**src/logic/vxg_defs.svh**
```systemverilog
// constants for the virtual exception gate
`ifndef VXG_DEFS_SVH
`define VXG_DEFS_SVH

`define VXG_NCLASS 3
`define VXG_IDX_ABORT 0
`define VXG_IDX_IRQ 1
`define VXG_IDX_FIQ 2

`define VXG_RST_VEC 3'h0
`define VXG_RST_REQ 1'h0

`endif

```
**src/logic/vxg_pkg.sv**
```systemverilog
// types for the virtual exception gate
package vxg_pkg;

   // one bit per class, abort in bit 0, irq in bit 1, fiq in bit 2
   typedef struct packed {
      logic fiq;
      logic irq;
      logic abort;
   } vxg_trio_s;

   typedef struct packed {
      logic fiq_to_monitor;
      logic irq_to_monitor;
      logic ext_abort_to_monitor;
   } vxg_route_s;

   typedef struct packed {
      logic virt_fiq_override;
      logic virt_irq_override;
      logic virt_abort_override;
   } vxg_override_s;

   typedef enum logic [4:0] {
      VXG_MODE_NONE    = 5'h01,
      VXG_MODE_ABORT   = 5'h02,
      VXG_MODE_IRQ     = 5'h04,
      VXG_MODE_FIQ     = 5'h08,
      VXG_MODE_MONITOR = 5'h10
   } vxg_mode_e;

   typedef enum logic [2:0] {
      VXG_ST_IDLE  = 3'h1,
      VXG_ST_REQ   = 3'h2,
      VXG_ST_DRAIN = 3'h4
   } vxg_state_e;

   typedef struct packed {
      vxg_state_e state;
      vxg_trio_s take;
      vxg_trio_s to_mon;
      vxg_trio_s held;
      logic req;
      vxg_trio_s cls;
      vxg_mode_e mode;
   } vxg_regs_s;

endpackage

```
**src/logic/vxg_class_gate.sv**
```systemverilog
// take decision for one asynchronous exception class
`timescale 1ns/1ns
module vxg_class_gate (
   input wire logic pending,
   input wire logic secure_state,
   input wire logic route_bit,
   input wire logic mask_bit,
   input wire logic override_bit,
   output logic take,
   output logic to_monitor,
   output logic held
);
   logic eff_mask;

   always_comb begin
      to_monitor = !secure_state && route_bit;
      if (secure_state) begin
         eff_mask = mask_bit;
      end else if (!route_bit) begin
         eff_mask = mask_bit;
      end else begin
         // override lifts the mask so the monitor path still sees it
         eff_mask = mask_bit && !override_bit;
      end
      take = pending && !eff_mask;
      held = pending && eff_mask;
   end
endmodule

```
**src/logic/vxg_gate.sv**
```systemverilog
// virtual exception gate: decides and presents asynchronous exception entry
// Operation
// - in secure state the three virtualization override bits have no effect
// - in secure state only the matching status mask bit gates each exception
// - non-secure with routing bit clear: only the matching mask bit gates it
// - non-secure with routing bit set: exception goes to monitor mode
// - monitor-routed exceptions use the mask bit qualified by its override bit
`timescale 1ns/1ns
`include "vxg_defs.svh"
module vxg_gate
   import vxg_pkg::*;
#(
   parameter int NCLASS = `VXG_NCLASS
) (
   input wire logic ref_clk,
   input wire logic srst,
   input wire vxg_trio_s pending,
   input wire logic secure_state,
   input wire vxg_route_s secure_config_reg,
   input wire vxg_trio_s program_status_mask,
   input wire vxg_override_s virt_override,
   input wire logic entry_ack,
   output vxg_trio_s take_now,
   output vxg_trio_s route_monitor,
   output vxg_trio_s held_off,
   output logic entry_req,
   output vxg_trio_s entry_class,
   output vxg_mode_e entry_mode
);

   vxg_regs_s r_reg;
   vxg_regs_s r_next;

   logic [NCLASS-1:0] pend_v;
   logic [NCLASS-1:0] route_v;
   logic [NCLASS-1:0] mask_v;
   logic [NCLASS-1:0] ovr_v;
   logic [NCLASS-1:0] take_v;
   logic [NCLASS-1:0] mon_v;
   logic [NCLASS-1:0] held_v;

   function automatic logic [2:0] route_vec(input vxg_route_s r);
      logic [2:0] v;
      v = `VXG_RST_VEC;
      v[`VXG_IDX_ABORT] = r.ext_abort_to_monitor;
      v[`VXG_IDX_IRQ] = r.irq_to_monitor;
      v[`VXG_IDX_FIQ] = r.fiq_to_monitor;
      return v;
   endfunction

   function automatic logic [2:0] ovr_vec(input vxg_override_s o);
      logic [2:0] v;
      v = `VXG_RST_VEC;
      v[`VXG_IDX_ABORT] = o.virt_abort_override;
      v[`VXG_IDX_IRQ] = o.virt_irq_override;
      v[`VXG_IDX_FIQ] = o.virt_fiq_override;
      return v;
   endfunction

   function automatic vxg_trio_s to_trio(input logic [2:0] v);
      vxg_trio_s t;
      t.abort = v[`VXG_IDX_ABORT];
      t.irq = v[`VXG_IDX_IRQ];
      t.fiq = v[`VXG_IDX_FIQ];
      return t;
   endfunction

   function automatic logic [2:0] from_trio(input vxg_trio_s t);
      logic [2:0] v;
      v = `VXG_RST_VEC;
      v[`VXG_IDX_ABORT] = t.abort;
      v[`VXG_IDX_IRQ] = t.irq;
      v[`VXG_IDX_FIQ] = t.fiq;
      return v;
   endfunction

   // abort first, then fiq, then irq
   function automatic logic [2:0] pick(input logic [2:0] v);
      logic [2:0] p;
      p = `VXG_RST_VEC;
      if (v[`VXG_IDX_ABORT]) begin
         p[`VXG_IDX_ABORT] = 1'b1;
      end else if (v[`VXG_IDX_FIQ]) begin
         p[`VXG_IDX_FIQ] = 1'b1;
      end else if (v[`VXG_IDX_IRQ]) begin
         p[`VXG_IDX_IRQ] = 1'b1;
      end
      return p;
   endfunction

   function automatic vxg_mode_e mode_of(input logic [2:0] sel, input logic [2:0] mon);
      vxg_mode_e m;
      m = VXG_MODE_NONE;
      if ((sel & mon) != `VXG_RST_VEC) begin
         m = VXG_MODE_MONITOR;
      end else if (sel[`VXG_IDX_ABORT]) begin
         m = VXG_MODE_ABORT;
      end else if (sel[`VXG_IDX_FIQ]) begin
         m = VXG_MODE_FIQ;
      end else if (sel[`VXG_IDX_IRQ]) begin
         m = VXG_MODE_IRQ;
      end
      return m;
   endfunction

   // request fields back to idle; status fields are left as computed
   function automatic vxg_regs_s drop_req(input vxg_regs_s r, input vxg_state_e st);
      vxg_regs_s d;
      d = r;
      d.state = st;
      d.req = `VXG_RST_REQ;
      d.cls = to_trio(`VXG_RST_VEC);
      d.mode = VXG_MODE_NONE;
      return d;
   endfunction

   // reset image, also the way out of an illegal state code
   function automatic vxg_regs_s regs_reset();
      vxg_regs_s z;
      z.state = VXG_ST_IDLE;
      z.take = to_trio(`VXG_RST_VEC);
      z.to_mon = to_trio(`VXG_RST_VEC);
      z.held = to_trio(`VXG_RST_VEC);
      z.req = `VXG_RST_REQ;
      z.cls = to_trio(`VXG_RST_VEC);
      z.mode = VXG_MODE_NONE;
      return z;
   endfunction

   // flat vectors let the generate loop index each class by number
   always_comb begin
      pend_v = from_trio(pending);
      mask_v = from_trio(program_status_mask);
      route_v = route_vec(secure_config_reg);
      ovr_v = ovr_vec(virt_override);
   end

   // each class sees only its own routing, mask and override bit
   genvar gi;
   generate
      for (gi = 0; gi < NCLASS; gi = gi + 1) begin : g_class
         vxg_class_gate u_gate (
            .pending(pend_v[gi]),
            .secure_state(secure_state),
            .route_bit(route_v[gi]),
            .mask_bit(mask_v[gi]),
            .override_bit(ovr_v[gi]),
            .take(take_v[gi]),
            .to_monitor(mon_v[gi]),
            .held(held_v[gi])
         );
      end
   endgenerate

   always_comb begin
      logic [2:0] sel;
      logic [2:0] cur;
      sel = pick(take_v);
      cur = from_trio(r_reg.cls);
      r_next = r_reg;
      // status follows the class gates in every state
      r_next.take = to_trio(take_v);
      r_next.to_mon = to_trio(mon_v);
      r_next.held = to_trio(held_v);
      unique case (r_reg.state)
         VXG_ST_IDLE: begin
            // highest taken class starts a request
            if (sel != `VXG_RST_VEC) begin
               r_next.state = VXG_ST_REQ;
               r_next.req = 1'b1;
               r_next.cls = to_trio(sel);
               r_next.mode = mode_of(sel, mon_v);
            end
         end
         VXG_ST_REQ: begin
            if (entry_ack) begin
               // one quiet cycle lets the source drop its line before re-sampling
               r_next = drop_req(r_next, VXG_ST_DRAIN);
            end else if ((take_v & cur) == `VXG_RST_VEC) begin
               // level sources may withdraw or be masked before entry
               r_next = drop_req(r_next, VXG_ST_IDLE);
            end else if (sel != cur) begin
               // a higher class overtakes a request not yet accepted
               r_next.cls = to_trio(sel);
               r_next.mode = mode_of(sel, mon_v);
            end else begin
               r_next.mode = mode_of(cur, mon_v);
            end
         end
         VXG_ST_DRAIN: begin
            r_next.state = VXG_ST_IDLE;
         end
         // one-hot codes leave illegal values; restart idle, status kept live
         default: begin
            r_next = regs_reset();
            r_next.take = to_trio(take_v);
            r_next.to_mon = to_trio(mon_v);
            r_next.held = to_trio(held_v);
         end
      endcase
   end

   // synchronous reset, sampled like any other input
   always_ff @(posedge ref_clk) begin
      if (srst) begin
         r_reg <= regs_reset();
      end else begin
         r_reg <= r_next;
      end
   end

   // outputs come straight from the state register
   assign take_now = r_reg.take;
   assign route_monitor = r_reg.to_mon;
   assign held_off = r_reg.held;
   assign entry_req = r_reg.req;
   assign entry_class = r_reg.cls;
   assign entry_mode = r_reg.mode;

endmodule

```
**config.mk**
```make
export PLATFORM = sky130hd
export DESIGN_NAME = vxg_gate
export DESIGN_NICKNAME = d
export VERILOG_FILES = /design/src/logic/vxg_pkg.sv /design/src/logic/vxg_class_gate.sv /design/src/logic/vxg_gate.sv
export VERILOG_INCLUDE_DIRS = /design/src /design/src/logic
export SDC_FILE = /design/constraint.sdc
export NUM_CORES = 1
export LEC_CHECK = 0
export BUFFER_PORTS_ARGS = -buffer_cell sky130_fd_sc_hd__buf_4
export CAP_MARGIN = 20
export CORE_MARGIN = 3
export CORE_UTILIZATION = 35
export DETAILED_ROUTE_END_ITERATION = 8
export GPL_TIMING_DRIVEN = 0
export REMOVE_ABC_BUFFERS = 1
export SLEW_MARGIN = 30
export SYNTH_ARGS = -nofsm -noshare
export SYNTH_HDL_FRONTEND = slang
export SYNTH_SLANG_ARGS = --single-unit
```
**constraint.sdc**
```tcl
create_clock -name ref_clk -period 3 [get_ports ref_clk]
set_input_delay 0.15 -clock ref_clk [delete_from_list [all_inputs] [get_ports ref_clk]]
set_output_delay 0.15 -clock ref_clk [all_outputs]
set_load 0.005 [all_outputs]
```
==> results.cfg <==
[timing]
tightest_slew_ns = 0.667
rsz0062_at_grt = no
post-route-period-util = 0.827
fmax_mhz = 403
hold_violations = 0
fin_setup_tns_ns = 0
period_minus_slack_ns = 2.48
slew_headroom = 0.550
drv_slew = 0
clock_skew_ns = 0.00204
setup_violations = 0

[global_route]
grt_pass1_wl_um = 5000
met2_usage = 0.240
antenna_found_initial = 0
grt_usage = 0.144
grt.busiest_layer = met2
grt_max_degree = 25
grt_pass1_vias = 1125
overflow = 0
grt_use_met3 = 0.0449
grtUsageMet1 = 0.183

[setup_path]
crit_family = simple AND/OR/NAND/NOR gates
end_kind = flop
max_stage_delay_ns = 0.38
reg2reg_depth = 7
reg2reg_setup_slack_ns = 0.65
cp.required_ns = 3.15
cp_slowest_cell = or3_1
crit_fanout = 10
crit_type = in -> reg
reg2reg_from = entry_class[0]
critPathBufInv = 2
arrival_ns = 2.63
crit_chain = buf_4 > nand4b_1 > and2_1 > inv_1 > ha_1 > or3_1 > a21oi_1 > a31oi_1 > o311a_4 > o21bai_1 > mux2_1
start_kind = primary input
r2r-end = entry_class[1]

[power_and_ir_drop]
switching_share = 0.292
p_clk_frac = 0.262
p_int_mw = 0.488
p_seq_frac = 0.464
p_per_area_nw_per_um2 = 452
combPwrFrac = 0.273
leakage_nw = 0.625
ir_worst_vdd_uv = 278
power.switching_mw = 0.201

[logic_synthesis]
yosys.area_share.adder = 0.00949
synth_top_family_by_area = simple AND/OR/NAND/NOR gates
synth_compound_area_frac = 0.246
synthArstFlopShare = 0
syn_area_um2 = 1320
synth_area_leaders = dfxtp_1 32%, buf_4 9.7%, nand2b_1 5.2%
synthMuxAreaShare = 0.0398
ys_top_cells_by_count = 21 x dfxtp_1, 17 x buf_4, 14 x nor2_1, 13 x a21oi_1, 11 x nand2b_1
yosys.area.top_type = dfxtp_1
yosysMostFrequentCell = dfxtp_1
synth-xor-area-share = 0.00664
ys_ff_latch = 21
synth_top_area_share = 0.319
synth-simple-area-share = 0.260
yosysWarningCount = 0
ys_types = 53
syn_inst = 155
synth-edff-count = 0
synth_ff_type = dfxtp_1
synth_area_per_cell_um2 = 8.51
seq_area_frac_synth = 0.319

[finish]
final_nets = 188
largest_register_ff_count = 5
layout-drive-gt1-share = 0.259
final.fill_count = 358
area_delta_synth_final_pct = 15.5
antenna_cells = 0
finalNonFillerCells = 216

[clock_tree]
cts_tree = done
clk_pin_slew_ns = 0.07
numCtsBuffers = 3
cts.repair.resized = 0
post_cts.repair.setup_buffers = 0
cts.sinks = 21
clk_latency_ns = 0.26
cts_root_buffer = clkbuf_8
clockBufferDepth = 2
hold_buffers = 0
htreeDepth = 1

[routing]
drc = 0
postRouteAntennaNets = 0
routed_via_density = 5.45
drt_iter0_drc = 64
first_pass_iters = 4
route.vias.total = 1178
wl_per_cell_um = 13.8
routed_wirelength_um = 2990

[placement]
port_buffers = 33
place_congestion = 0.901
hpwl_um = 2310
dpl.cell_count = 212

[hold_path]
hold_depth = 2
min_from = program_status_mask[0]
min_to = held_off[0]
worst_hold_path_type = in -> reg

[floorplan]
row_count = 21
die_h_um = 67.4
core_um2 = 3470
design.die.area_um2 = 4540
io_pins = 34
start_util = 0.380
dieWidth_um = 67.4

[status]
status = finished clean

[run]
drv_cap = 0
[per-layer routing]
metal  up-vias  routed length, µm
met4         0                 19
li1        587                  -
met1       556               1410
met5         -                  0
met2        33               1350
met3         2                209
[cell type report]
cell class / count / area, µm² / area share
inverter: 3 / 11.3 / 0.00740
multi-input combinational: 109 / 741 / 0.486
timing repair buffer: 33 / 248 / 0.163
clock buffer: 4 / 45.0 / 0.0296
tap: 46 / 57.6 / 0.0378
sequential: 21 / 420 / 0.276
[cells by family (layout without fill, tap and decap cells)]
group,count (synthesis),after routing
XOR/XNOR,1,1
adder cells (fa/ha/maj),1,1
AO/OA/AOI/OAI,44,44
buffers and inverters,25,40
flip-flops,21,21
multiplexers,5,5
AND/OR/NAND/NOR,58,58
[worst max-delay path by stage]
stage | startpoint | endpoint | cells past startpoint
final | secure_state | entry_class[1] | 11
after global routing | secure_state | entry_class[1] | 11
after CTS | secure_state | entry_class[1] | 11
after detailed placement | secure_state | entry_class[1] | 11
after global placement | secure_state | entry_class[1] | 11
after floorplan | secure_state | entry_class[1] | 8
[power groups by stage]
| stage | Combinational [mW] | Sequential, mW | Clock, mW |
|---|---|---|---|
| floorplan | 0.116 | 0.323 | 0 |
| global placement | 0.186 | 0.325 | 0 |
| detailed placement | 0.189 | 0.326 | 0 |
| CTS | 0.189 | 0.320 | 0.192 |
| global route | 0.212 | 0.324 | 0.209 |
| finish | 0.188 | 0.320 | 0.181 |
[placed cells by master, fill, tap and decap left out, types with 2 or more instances in the layout]
master and instances:
buf_4 33, dfxtp_1 21, nor2_1 14, a21oi_1 13, nand2b_1 11, o21ai_0 5
nor3_1 4, nor2b_1 4, inv_1 3, nor3b_1 3, mux2i_1 3, nand2_1 3
nor4b_1 3, clkbuf_8 3, and3b_1 2, o21a_1 2, a31oi_1 2, nand3_1 2
and3_1 2, a221oi_1 2, o311ai_1 2, nand3b_1 2
[per-stage QoR]
stage	util	area [µm²]	power, mW	hold slack, ns	setup slack (ns)
4_1_cts	0.439	1520	0.701	0.163	0.519
6_report	0.439	1520	0.689	0.167	0.518
3_5_place_dp	0.426	1480	0.515	0.432	0.238
5_1_grt	0.439	1520	0.745	0.182	0.354
3_3_place_gp	0.426	1480	0.511	0.433	0.301
2_1_floorplan	-	1170	0.439	0.219	0.673
Note: power is estimated with default switching activity, not from simulation.
